**config.mk**
```make
export PLATFORM = sky130hd
export DESIGN_NAME = standard_event_notification_mask
export DESIGN_NICKNAME = d
export VERILOG_FILES = /design/src/rtl/evt_mask_pkg.sv /design/src/rtl/standard_event_notification_mask.sv /design/src/rtl/evt_gate.sv
export SDC_FILE = /design/constraint.sdc
export NUM_CORES = 1
export LEC_CHECK = 0
export BUFFER_PORTS_ARGS = -buffer_cell sky130_fd_sc_hd__buf_2
export CAP_MARGIN = 30
export CORE_MARGIN = 2
export CORE_UTILIZATION = 35
export DETAILED_ROUTE_END_ITERATION = 12
export HOLD_SLACK_MARGIN = 0.1
export PLACE_DENSITY = 0.75
export RECOVER_POWER = 100
export SLEW_MARGIN = 20
export SYNTH_ARGS = -nofsm -noshare
export SYNTH_HDL_FRONTEND = slang
export SYNTH_SLANG_ARGS = --single-unit
```
**constraint.sdc**
```tcl
create_clock -name clk_sys -period 1.1 [get_ports clk_sys]
set_input_delay 0.055 -clock clk_sys [delete_from_list [all_inputs] [get_ports clk_sys]]
set_output_delay 0.055 -clock clk_sys [all_outputs]
set_load 0.01 [all_outputs]
```
**src/rtl/evt_mask_pkg.sv**
```systemverilog
// constants for the standard event notification mask block
package evt_mask_pkg;
  localparam int REG_W = 16;
  localparam int ADDR_W = 16;
  localparam int EVT_N = 10;
  localparam logic [15:0] STD_MASK_ADDR = 16'h008e;
  localparam logic [15:0] STD_MASK_RESET = 16'h0000;
  // bits 15..6 implemented, 5..0 read as zero
  localparam logic [15:0] STD_MASK_IMPL = 16'hffc0;
  localparam int EVT_LSB = 6;
  localparam int BIT_OVERCURRENT = 15;
  localparam int BIT_OVERVOLTAGE = 14;
  localparam int BIT_OVERPOWER = 13;
  localparam int BIT_UNDERVOLTAGE = 12;
  localparam int BIT_OVERFREQUENCY = 11;
  localparam int BIT_UNDERFREQUENCY = 10;
  localparam int BIT_OVERTEMPERATURE = 9;
  localparam int BIT_UNDERTEMPERATURE = 8;
  localparam int BIT_VOLTAGE_SAG = 7;
  localparam int BIT_VOLTAGE_SURGE = 6;
endpackage

```
**src/rtl/standard_event_notification_mask.sv**
```systemverilog
// standard notification pin mask register and event gating
`timescale 1ns/1ps
module standard_event_notification_mask #(
  parameter int N = evt_mask_pkg::EVT_N
) (
  input wire logic clk_sys, // 125 MHz device clock
  input wire logic arst_n, // async reset, active low
  input wire logic [15:0] reg_addr, // register address
  input wire logic reg_wr, // write strobe
  input wire logic reg_rd, // read strobe
  input wire logic [15:0] reg_wdata, // write data
  output logic [15:0] reg_rdata, // registered read data
  output logic reg_hit, // registered: an access in the previous cycle hit this register
  input wire logic overcurrent_evt, // event levels from detectors
  input wire logic overvoltage_evt, // overvoltage active
  input wire logic overpower_evt, // overpower active
  input wire logic undervoltage_evt, // undervoltage active
  input wire logic overfrequency_evt, // overfrequency active
  input wire logic underfrequency_evt, // underfrequency active
  input wire logic overtemperature_evt, // overtemperature active
  input wire logic undertemperature_evt, // undertemperature active
  input wire logic voltage_sag_evt, // voltage sag active
  input wire logic voltage_surge_evt, // voltage surge active
  output logic [15:0] standard_event_pin_mask, // current mask value
  output logic notify_standard // standard notification pin level
);
  logic [N-1:0] mask_bits;
  logic [N-1:0] evt_vec;
  logic any_hit;
  logic [15:0] next_mask;
  logic [15:0] next_rdata;
  logic next_hit;
  logic sel;
  logic next_pin;
  // named mask fields, one per event
  logic overcurrent_mask;
  logic overvoltage_mask;
  logic overpower_mask;
  logic undervoltage_mask;
  logic overfrequency_mask;
  logic underfrequency_mask;
  logic overtemperature_mask;
  logic undertemperature_mask;
  logic voltage_sag_mask;
  logic voltage_surge_mask;

  assign sel = (reg_addr == evt_mask_pkg::STD_MASK_ADDR);
  assign mask_bits = standard_event_pin_mask[evt_mask_pkg::EVT_LSB +: N];

  // mask fields at their fixed bit positions, used by the checks below
  assign overcurrent_mask = standard_event_pin_mask[evt_mask_pkg::BIT_OVERCURRENT];
  assign overvoltage_mask = standard_event_pin_mask[evt_mask_pkg::BIT_OVERVOLTAGE];
  assign overpower_mask = standard_event_pin_mask[evt_mask_pkg::BIT_OVERPOWER];
  assign undervoltage_mask = standard_event_pin_mask[evt_mask_pkg::BIT_UNDERVOLTAGE];
  assign overfrequency_mask = standard_event_pin_mask[evt_mask_pkg::BIT_OVERFREQUENCY];
  assign underfrequency_mask = standard_event_pin_mask[evt_mask_pkg::BIT_UNDERFREQUENCY];
  assign overtemperature_mask = standard_event_pin_mask[evt_mask_pkg::BIT_OVERTEMPERATURE];
  assign undertemperature_mask = standard_event_pin_mask[evt_mask_pkg::BIT_UNDERTEMPERATURE];
  assign voltage_sag_mask = standard_event_pin_mask[evt_mask_pkg::BIT_VOLTAGE_SAG];
  assign voltage_surge_mask = standard_event_pin_mask[evt_mask_pkg::BIT_VOLTAGE_SURGE];

  // event vector packed in mask-bit order, bit 15 first
  assign evt_vec = {overcurrent_evt, overvoltage_evt, overpower_evt, undervoltage_evt,
                    overfrequency_evt, underfrequency_evt, overtemperature_evt,
                    undertemperature_evt, voltage_sag_evt, voltage_surge_evt};

  evt_gate #(.N(N)) u_gate (
    .events(evt_vec),
    .mask(mask_bits),
    .any_hit(any_hit)
  );

  // mask register; only a write that hits moves it, reserved bits dropped on entry
  always_comb begin
    next_mask = standard_event_pin_mask;
    if (reg_wr && sel) begin
      next_mask = reg_wdata & evt_mask_pkg::STD_MASK_IMPL;
    end
  end

  // cleared at power-on so no event reaches the pin before software opts in
  always_ff @(posedge clk_sys or negedge arst_n) begin
    if (!arst_n) begin
      standard_event_pin_mask <= evt_mask_pkg::STD_MASK_RESET;
    end else begin
      standard_event_pin_mask <= next_mask;
    end
  end

  // read port; a read beside a write in one cycle returns the old mask
  always_comb begin
    next_rdata = reg_rdata;
    next_hit = (reg_rd || reg_wr) && sel;
    if (reg_rd) begin
      // unmapped reads return zero rather than stale data
      next_rdata = sel ? (standard_event_pin_mask & evt_mask_pkg::STD_MASK_IMPL) : 16'h0000;
    end
  end

  // read data holds until the next read strobe
  always_ff @(posedge clk_sys or negedge arst_n) begin
    if (!arst_n) begin
      reg_rdata <= 16'h0000;
      reg_hit <= 1'b0;
    end else begin
      reg_rdata <= next_rdata;
      reg_hit <= next_hit;
    end
  end

  // pin level straight from the gate
  always_comb begin
    next_pin = any_hit;
  end

  // registered so the pin never glitches; costs one cycle of latency
  always_ff @(posedge clk_sys or negedge arst_n) begin
    if (!arst_n) begin
      notify_standard <= 1'b0;
    end else begin
      notify_standard <= next_pin;
    end
  end

  // reserved bits never hold a one, in the mask or on the read port
  a_low_bits_zero: assert property (@(posedge clk_sys) disable iff (!arst_n)
    (standard_event_pin_mask & ~evt_mask_pkg::STD_MASK_IMPL) == 16'h0000)
    else $error("unimplemented mask bits set");
  a_rdata_low_zero: assert property (@(posedge clk_sys) disable iff (!arst_n)
    (reg_rdata & ~evt_mask_pkg::STD_MASK_IMPL) == 16'h0000)
    else $error("unimplemented read bits set");

  // pin is the or of masked events, one cycle late
  a_pin_follows_or: assert property (@(posedge clk_sys) disable iff (!arst_n)
    ##1 notify_standard == $past(|(evt_vec & mask_bits)))
    else $error("pin not or of masked events");
  a_pin_deasserts: assert property (@(posedge clk_sys) disable iff (!arst_n)
    ((evt_vec & mask_bits) == '0) |=> !notify_standard)
    else $error("pin high with no enabled event");
  a_masked_no_effect: assert property (@(posedge clk_sys) disable iff (!arst_n)
    (mask_bits == '0) |=> !notify_standard)
    else $error("pin high with all masked");
  a_pin_any_set: assert property (@(posedge clk_sys) disable iff (!arst_n)
    (|(evt_vec & mask_bits)) |=> notify_standard)
    else $error("enabled event did not reach pin");
  a_multi_bits: assert property (@(posedge clk_sys) disable iff (!arst_n)
    (voltage_surge_evt && mask_bits[0] && voltage_sag_evt && mask_bits[1]) |=> notify_standard)
    else $error("combined mask failed");

  // each field gates its own event; a swapped position would fail here
  a_field_pack: assert property (@(posedge clk_sys) disable iff (!arst_n)
    mask_bits == {overcurrent_mask, overvoltage_mask, overpower_mask, undervoltage_mask, overfrequency_mask,
                  underfrequency_mask, overtemperature_mask, undertemperature_mask, voltage_sag_mask,
                  voltage_surge_mask})
    else $error("mask field order wrong");
  a_enabled_drives: assert property (@(posedge clk_sys) disable iff (!arst_n)
    (overcurrent_evt && mask_bits[N-1]) |=> notify_standard)
    else $error("overcurrent not driven");
  a_map_overcurrent: assert property (@(posedge clk_sys) disable iff (!arst_n)
    (overcurrent_evt && overcurrent_mask) |=> notify_standard)
    else $error("overcurrent field not driven");
  a_map_overvoltage: assert property (@(posedge clk_sys) disable iff (!arst_n)
    (overvoltage_evt && overvoltage_mask) |=> notify_standard)
    else $error("overvoltage field not driven");
  a_map_overpower: assert property (@(posedge clk_sys) disable iff (!arst_n)
    (overpower_evt && overpower_mask) |=> notify_standard)
    else $error("overpower field not driven");
  a_map_undervoltage: assert property (@(posedge clk_sys) disable iff (!arst_n)
    (undervoltage_evt && undervoltage_mask) |=> notify_standard)
    else $error("undervoltage field not driven");
  a_map_overfrequency: assert property (@(posedge clk_sys) disable iff (!arst_n)
    (overfrequency_evt && overfrequency_mask) |=> notify_standard)
    else $error("overfrequency field not driven");
  a_map_underfrequency: assert property (@(posedge clk_sys) disable iff (!arst_n)
    (underfrequency_evt && underfrequency_mask) |=> notify_standard)
    else $error("underfrequency field not driven");
  a_map_overtemperature: assert property (@(posedge clk_sys) disable iff (!arst_n)
    (overtemperature_evt && overtemperature_mask) |=> notify_standard)
    else $error("overtemperature field not driven");
  a_map_undertemperature: assert property (@(posedge clk_sys) disable iff (!arst_n)
    (undertemperature_evt && undertemperature_mask) |=> notify_standard)
    else $error("undertemperature field not driven");
  a_map_voltage_sag: assert property (@(posedge clk_sys) disable iff (!arst_n)
    (voltage_sag_evt && voltage_sag_mask) |=> notify_standard)
    else $error("voltage sag field not driven");
  a_map_voltage_surge: assert property (@(posedge clk_sys) disable iff (!arst_n)
    (voltage_surge_evt && voltage_surge_mask) |=> notify_standard)
    else $error("voltage surge field not driven");

  // mask moves only on a write that hits, and takes the written value with reserved bits cleared
  a_write_lands: assert property (@(posedge clk_sys) disable iff (!arst_n)
    (reg_wr && sel) |=> standard_event_pin_mask == ($past(reg_wdata) & evt_mask_pkg::STD_MASK_IMPL))
    else $error("write lost");
  a_no_stray_write: assert property (@(posedge clk_sys) disable iff (!arst_n)
    !(reg_wr && sel) |=> $stable(standard_event_pin_mask))
    else $error("mask changed unexpectedly");

  // read port returns the mask, zero elsewhere, and holds between reads
  a_read_value: assert property (@(posedge clk_sys) disable iff (!arst_n)
    (reg_rd && sel && !reg_wr) |=> reg_rdata == $past(standard_event_pin_mask))
    else $error("read mismatch");
  a_rd_wr_old: assert property (@(posedge clk_sys) disable iff (!arst_n)
    (reg_rd && reg_wr && sel) |=> reg_rdata == $past(standard_event_pin_mask))
    else $error("read beside write not old value");
  a_unmapped_zero: assert property (@(posedge clk_sys) disable iff (!arst_n)
    (reg_rd && !sel) |=> reg_rdata == 16'h0000)
    else $error("unmapped read not zero");
  a_rdata_holds: assert property (@(posedge clk_sys) disable iff (!arst_n)
    !reg_rd |=> $stable(reg_rdata))
    else $error("read data changed without read");
  a_hit_on_access: assert property (@(posedge clk_sys) disable iff (!arst_n)
    ((reg_rd || reg_wr) && sel) |=> reg_hit)
    else $error("hit flag missing");
  a_hit_off_miss: assert property (@(posedge clk_sys) disable iff (!arst_n)
    !((reg_rd || reg_wr) && sel) |=> !reg_hit)
    else $error("hit flag without access");
endmodule

```
**src/rtl/evt_gate.sv**
```systemverilog
// and-or reduction of event levels against their mask bits
`timescale 1ns/1ps
module evt_gate #(
  parameter int N = 10
) (
  input wire logic [N-1:0] events, // active event levels
  input wire logic [N-1:0] mask, // per-event enables
  output logic any_hit // one when an enabled event is active
);
  // any enabled event raises the pin
  assign any_hit = |(events & mask);
endmodule

```
==> results of run 1 <==
## layout by cell type (no fill, tap or decap)
| master | netlist | routed |
|---|---|---|
| clkinv_1 | 1 | 1 |
| and2_1 | 1 | 1 |
| a22oi_1 | 3 | 3 |
| a22o_1 | 11 | 11 |
| or4bb_4 | 1 | 1 |
| nand2_8 | 0 | 2 |
| dfrtp_1 | 22 | 22 |
| clkbuf_2 | 0 | 2 |
| buf_2 | 0 | 38 |
| nand4_1 | 1 | 1 |
| buf_12 | 0 | 1 |
| a221oi_2 | 0 | 1 |
| dlygate4sd3_1 | 0 | 21 |
| clkbuf_8 | 0 | 1 |
| clkbuf_1 | 0 | 19 |
| nand4bb_1 | 1 | 1 |
| conb_1 | 1 | 12 |
| or4_4 | 1 | 2 |
| o21a_1 | 1 | 1 |
| buf_4 | 13 | 3 |
| nor4_4 | 1 | 1 |
| mux2_4 | 10 | 10 |
| clkbuf_4 | 0 | 3 |
| nor4_1 | 1 | 1 |
| buf_6 | 0 | 3 |
## layer usage
layer,track usage,part of all wire,vias to the layer above
met3,0.02857,0.075,0
met4,0.02990,0,0
met2,0.2777,0.49,52
met1,0.1907,0.43,423
li1,-,-,433
met5,0,0,-
## path summary, 6_finish.rpt
| check | startpoint | end | slack [ns] | cells past startpoint |
|---|---|---|---|---|
| max in group asynchronous | arst_n | standard_event_pin_mask[15]$_DFFE_PN0P_ | 0.49 | 2 |
| worst max register to register | standard_event_pin_mask[14]$_DFFE_PN0P_ | notify_standard$_DFF_PN0_ | 0.03 | 3 |
| worst max-delay path | reg_addr[15] | standard_event_pin_mask[6]$_DFFE_PN0P_ | -0.25 | 6 |
| min in group asynchronous | arst_n | reg_rdata[6]$_DFFE_PN0P_ | 0.27 | 2 |
| worst min register to register | reg_rdata[6]$_DFFE_PN0P_ | reg_rdata[6]$_DFFE_PN0P_ | 0.52 | 1 |
| worst min-delay path | overcurrent_evt | notify_standard$_DFF_PN0_ | 0.11 | 4 |
## state kept, by name (all words and copies together) (netlist names)
| signal | count |
|---|---|
| standard_event_pin_mask | 10 |
| reg_hit | 1 |
| reg_rdata | 10 |
| notify_standard | 1 |
## cell type report
class	instances	area [um^2]	share of cell area
clock buffers	4	36.28	0.02195
inverters	1	3.754	0.002271
multi-input cells	48	465.4	0.2816
flip-flops and latches	22	550.5	0.3331
well taps	31	38.79	0.02347
repair buffers	87	558.0	0.3376
## cells by family (layout without fill, tap and decap cells)
group,after synthesis,in the layout
AO/OA/AOI/OAI,16,16
other,1,12
flip-flops,22,22
AND/OR/NAND/NOR,9,10
buffers and inverters,14,92
multiplexers,10,10
## where the power goes
part           internal (W)  total (W)  switching [W]  leakage, nW
combinational      0.000110   0.000191      0.0000809        0.532
sequential         0.000809   0.000809    0.000000149        0.308
clock              0.000201   0.000422       0.000220       0.0210
## critical path: cells and delay by family
kind	cells	cell delay [ns]
and+or+nand+nor	3	0.91
muxes	1	0.31
buffers and inverters	2	0.26
## Yosys cell counts, drive strengths merged
master	instances	area (um^2)
nand2	1	11.26
and2	1	6.260
buf	13	97.59
nor4	2	27.53
or4	2	18.77
o21a	1	7.510
a22o	11	96.34
dfrtp	22	550.5
conb	1	3.750
a221oi	1	8.760
mux2	10	150.1
clkinv	1	3.750
or4bb	1	15.01
nand4	1	6.260
a22oi	3	22.52
nand4bb	1	11.26
## stage by stage
step / hold WS, ns / utilization / instance area (um^2) / setup WS, ns
finish: 0.1071 / 0.5942 / 1653 / -0.2543
global route: 0.1104 / 0.5942 / 1653 / -0.2735
CTS: 0.1098 / 0.5861 / 1630 / -0.2410
detailed placement: 0.04063 / 0.4917 / 1368 / -0.6006
global placement: 0.02725 / 0.4917 / 1368 / -0.5456
floorplan: -0.2406 / - / 1079 / -0.4147
## timing repair
item                       4_1_cts  5_1_grt
setup endpoints to repair       21       21
gates resized for setup          3        5
pin swaps                        0        4
hold buffers                    21        0
gates cloned                     0        1
buffers inserted                 0        1
hold endpoints to repair        34        0
==> results.md, run 1 <==
- Syn Area/Cell: 14.41 um^2
- Share of layout cells above drive strength 1: 0.4198
- Wire length of the first global-routing pass: 3.995 mm
- Largest net degree at the start of global routing: 23
- Multiplexer area fraction after synthesis: 0.1448
- Final Power: 0.001421 W
- Clock latency at the later pin of the worst-skew pair: 0.29 ns
- Io pins: 80
- Crit Path Class: input pin to flip-flop
- Failing checks: setup timing
- Synth-to-layout area growth: 59.35%
- #FFs+latches synth: 22
- Critical-path cell list: buf_6 -> or4_4 -> nor4_4 -> buf_6 -> nand2_8 -> mux2_4
- Synth unique cells: 18
- Final Max Tran Viols: 0
- Vias in the first global route: 899
- CTS Buffer Depth: 2
- Worst setup EP type: flip-flop
- Core Area: 2781 um^2
- Final wirelength: 2.637 mm
- Worst vdd ir: 0.0008787 V
- Hold Fails Final Rpt: 0
- Post-DP HPWL: 1.805 mm
- Most used cell, CP: buf_6
- Slowest CP cell: or4_4
- Post-DR vias/cell: 4.705
- Synth Area in XOR/XNOR: 0
- Post-synthesis compound-gate area fraction: 0.1303
- Worst Setup Start Kind: input pin
- Worst Hold Class: input pin to flip-flop
- Crit Path Max Fanout: 5
- Synth Area in Simple Gates: 0.09288
- CTS tree: yes
- Post-Synth Adder-Cell Area: 0
- Routability cong.: 0.7488
- Clock slew at reported path FFs: 0.11 ns
- Main combinational cell family by area after synthesis: multiplexers
- NumNets Final: 209
- Final Setup Violations: 20
- Initial Util: 0.3729
- Setup WS post-layout: -0.2543 ns
- Avg WL per Cell: 13.66 um
- Synthesized cell area: 1037 um^2
- Status: finished with violations
- DRT antenna net count: 0
- Slowest Stage Delay on Critical Path: 0.54 ns
- RSZ-0062 raised after global routing: yes
- H-tree depth: 1
- DR vias: 908
- Tmin final: 1.354 ns
- Power per cell area: 859.8 nW/um^2
- Max Clock Freq: 0.7384 GHz
- Post-route DRC: 0
- Row count: 19
- Final worst-path cycle share: 1.231
- Number of placed instances with taps included: 166
- WP data required: 1.29 ns
- Synth Instances: 72
- Worst-Margin Slew: 0.5216 ns
- Initial antenna violation count: 0
- Max cap viols: 0
- Chip width: 58.44 um
- Diode count: 0
- Pre-antenna DRT Iters: 4
- Leakage: 0.8604 nW
- Non-Filler Instances: 193
- Initial DRC count: 29
- Slew HR: 0.6523
- Overflow after GRT: 0
- Setup TNS: -4.267 ns
- Total die area: 3415 um^2
- Yosys warns: 0
- Die Ht: 58.44 um
- Root Buffer: clkbuf_4
- Layout fillers: 250
- Clock Skew: 0.001980 ns
- Worst EP arrival: 1.54 ns
- Seq/Total Area, Yosys: 0.5308
- Inserted Clock Buffers: 3
- Port Buffers: 61
- Sink Count: 22
- Total track usage: 0.1536
Power figures use the tool's default switching activity.
==> run 2: changes to the inputs <==
SYNTH_HIERARCHICAL = 1   (was unset)
==> run 2 against run 1 <==
Net effect: the run ends with DRC, setup timing left; area after synthesis increased by 1.9%; cell count increased by 1.6%; global-route usage increased by 1.3 points; sequential cell count unchanged; sequential power about the same; wire length increased by 7.4%; critical path depth unchanged; first-iteration DRC count decreased by 21%; worst setup slack improved by 0.0098 ns; critical endpoint is now standard_event_pin_mask[11]$_DFFE_PN0P_; largest power group unchanged.
==> results.md, run 2 <==
- Combinational fraction of design power: 0.124 (-0.010)
- Top flop regs: reg_rdata x10, standard_event_pin_mask x10
- Row count: 19 (unchanged)
- Worst Hold Class: input pin to flip-flop
- Final wirelength: 2.831 mm (+7.4%)
- Max Clock Freq: 0.7438 GHz (+0.73%)
- Share of layout cells above drive strength 1: 0.4485 (+0.02873)
- Inserted Clock Buffers: 3 (unchanged)
- NumNets Final: 212 (+1.4%)
- Internal power: 0.001291 W (+15%)
- Root Buffer: clkbuf_4
- Wire length of the first global-routing pass: 4.250 mm (+6.4%)
- Failing checks: DRC, setup timing
- Crit path max-delay family: simple AND/OR/NAND/NOR gates
- R2R setup slack: 0.05 ns (+0.02 ns)
- Synth Instances: 72 (unchanged)
- Largest cells by area after synthesis: dfrtp_1 52%, mux2_4 14%, buf_4 9.2%
- R2R Path End: notify_standard$_DFF_PN0_
- Worst setup EP type: flip-flop
- DR vias: 897 (-1.2%)
- Slowest Stage Delay on Critical Path: 0.55 ns (about the same)
- Clock latency at the later pin of the worst-skew pair: 0.31 ns (+0.02 ns)
- Vias in the first global route: 902 (+0.33%)
- H-tree depth: 1 (unchanged)
- Flop pwr share: 0.497 (-0.072)
- Post-route DRC: 4 (+4)
- Leakage: 0.8990 nW (+4.5%)
- Clock slew at reported path FFs: 0.12 ns (about the same)
- Sw Share: 0.2067 (-0.005344)
- Max layer used: met4
- Crit Path Class: input pin to flip-flop
- Setup WS post-layout: -0.2445 ns (+0.009752 ns)
- Final Setup Violations: 20 (unchanged)
- Pre-antenna DRT Iters: 8 (+4)
- Setup TNS: -3.151 ns (+1.115 ns)
- Hold Fails Final Rpt: 0 (unchanged)
- Synth-to-layout area growth: 62.49%
- Io pins: 80 (unchanged)
- Power per cell area: 947.6 nW/um^2 (+10%)
- Yosys top cell area share: 0.5207 (-0.01005)
- Crit path buf inv count: 2 (unchanged)
- Layout fillers: 243 (-2.8%)
- Cell area after layout: 1718 um^2 (+3.9%)
- Crit Path Max Fanout: 5 (unchanged)
- Commonest non-fill, non-tap cell in the layout: buf_2
- Post-placement cell area: 1379 um^2 (+0.82%)
- Total track usage: 0.1665 (+0.01292)
- Critical R2R Launch: standard_event_pin_mask[13]$_DFFE_PN0P_
- Hold WS: 0.1243 ns (+0.01718 ns)
- Critical-path cell list: buf_6 -> or4_4 -> nor4_4 -> buf_4 -> nand2_8 -> mux2_4
- Overflow after GRT: 0 (unchanged)
- DR WL met3: 191 um (-4.0%)
- Port Buffers: 61 (unchanged)
- Setup crit start: reg_addr[8]
- Yosys top cell by area: dfrtp_1
- R2R depth: 3 (unchanged)
- Post-DR vias/cell: 4.577 (-2.7%)
- Avg WL per Cell: 14.44 um (+5.7%)
- Critical Path Stages: 6 (unchanged)
- Tmin final: 1.344 ns (-0.009752 ns)
- Initial DRC count: 23 (-21%)
- Primary FF master, synth: dfrtp_1
- Synthesized cell area: 1057 um^2 (+1.9%)
- Count leader, synth: dfrtp_1
- Slowest CP cell: or4_4
- Synth unique cells: 18 (unchanged)
- Syn Area/Cell: 14.68 um^2 (+1.9%)
- Seq/Total Area, Yosys: 0.5207 (-0.01005)
- Initial Util: 0.3769 (+0.003976)
- Diode count: 0 (unchanged)
- Largest net degree at the start of global routing: 23 (unchanged)
- Core Area: 2805 um^2 (+0.85%)
- Worst-Margin Slew: 0.5333 ns (+0.01169 ns)
- Die Ht: 58.96 um (+0.89%)
- Slew HR: 0.6445 (-0.007797)
- Final core occ: 0.6124 (+0.01816)
- Clock Skew: 0.0009826 ns (-0.0009978 ns)
- DRT antenna net count: 0 (unchanged)
- Final worst-path cycle share: 1.222 (-0.008865)
- RSZ-0062 raised after global routing: yes
- Fraction of registers with async set/reset: 1.000 (unchanged)
- Worst vdd ir: 0.0008166 V (-7.1%)
- Max cap viols: 0 (unchanged)
- Worst EP arrival: 1.55 ns (about the same)
- Status: finished with violations
- Clk pwr share: 0.379 (+0.082)
- Sink Count: 22 (unchanged)
- Met2 wire len: 1.500 mm (+15%)
- Top cell types by occurrence after synthesis: 22 x dfrtp_1, 13 x buf_4, 11 x a22o_1, 10 x mux2_4, 3 x a22oi_1
- CTS tree: yes
- Final Max Tran Viols: 0 (unchanged)
- #FFs+latches synth: 22 (unchanged)
- Post-DP HPWL: 1.961 mm (+8.6%)
- Chip width: 58.96 um (+0.89%)
- Critical Path Sink: standard_event_pin_mask[11]$_DFFE_PN0P_
- Yosys warns: 6 (+6)
- Metal1 wirelength: 1.130 mm (-0.44%)
- Commonest non-fill, non-tap cells in the layout: 39 x buf_2, 22 x dfrtp_1, 21 x dlygate4sd3_1
- Worst Setup Start Kind: input pin
- Area taken by multi-input logic gates: 500.5 um^2 (+7.5%)
- Routability cong.: 0.7315 (-2.3%)
- CTS Buffer Depth: 2 (unchanged)
- Total die area: 3476 um^2 (+1.8%)
- FF/Latch Area: 550.5 um^2 (unchanged)
- Initial antenna violation count: 0 (unchanged)
- Switch Pwr: 0.0003365 W (+12%)
- Post-synth EDFFs: 0 (unchanged)
- WP data required: 1.31 ns (+0.02 ns)
run 2: power groups by stage:
stage          combinational [W]  sequential, W  clock (W)
6_report                0.000202       0.000809   0.000617
5_1_grt                 0.000219       0.000809   0.000660
4_1_cts                 0.000191       0.000809   0.000629
3_5_place_dp            0.000129       0.000824          0
3_3_place_gp            0.000123       0.000824          0
2_1_floorplan          0.0000676       0.000825          0
run 2: stage by stage:
| stage | power (W) | instances | worst slack, ns |
|---|---|---|---|
| detailed placement | 0.0009532 | 166 | -0.5995 |
| floorplan | 0.0008923 | 83 | -0.3977 |
| finish | 0.001628 | 196 | -0.2445 |
| global placement | 0.0009473 | 166 | -0.5330 |
| global route | 0.001688 | 196 | -0.2778 |
| CTS | 0.001629 | 192 | -0.2441 |
run 2: area by class of cell:
| type | instances | area share |
|---|---|---|
| well taps | 31 | 0.02258 |
| flip-flops and latches | 22 | 0.3205 |
| multi-input cells | 48 | 0.2913 |
| inverters | 1 | 0.002185 |
| clock buffers | 3 | 0.01311 |
| clock inverters | 1 | 0.01748 |
| repair buffers | 90 | 0.3328 |
run 2: per-layer routing:
metal  vias to the layer above  global-route usage
li1                        435                   -
met1                       421              0.1826
met2                        39              0.2984
met3                         2             0.05495
met4                         0             0.05844
met5                         -                   0
run 2: worst min-delay path: cells and delay by family:
family,cells,cell delay (ns)
compound gates,2,0.19
buf+inv,1,0.08
simple gates,1,0.08
run 2: cells by family (layout without fill, tap and decap cells):
group	count (synthesis)	count (layout)	share of synthesized area
flops	22	22	0.5207
other cells	1	12	0.003547
simple gates	9	10	0.1042
buf+inv	14	95	0.09585
mux	10	10	0.1420
compound gates	16	16	0.1337
run 2: what timing repair did:
action / CTS / global route
endpoints found under the hold margin: 34 / 0
buffers inserted: 1 / 3
gates cloned: 0 / 1
pin swaps: 2 / 5
resized for setup: 5 / 6
endpoints found under the setup margin: 20 / 21
hold buffers: 21 / 0
run 2: worst min path at each step:
| stage | start | to | slack [ns] | cells past startpoint |
|---|---|---|---|---|
| 4_1_cts | overcurrent_evt | notify_standard$_DFF_PN0_ | 0.11 | 4 |
| 5_1_grt | overcurrent_evt | notify_standard$_DFF_PN0_ | 0.14 | 4 |
| 2_1_floorplan | arst_n | notify_standard$_DFF_PN0_ | -0.24 | 0 |
| 3_5_place_dp | arst_n | reg_rdata[6]$_DFFE_PN0P_ | 0.04 | 1 |
| 3_3_place_gp | arst_n | reg_rdata[14]$_DFFE_PN0P_ | 0.02 | 1 |
| 6_report | overcurrent_evt | notify_standard$_DFF_PN0_ | 0.12 | 4 |
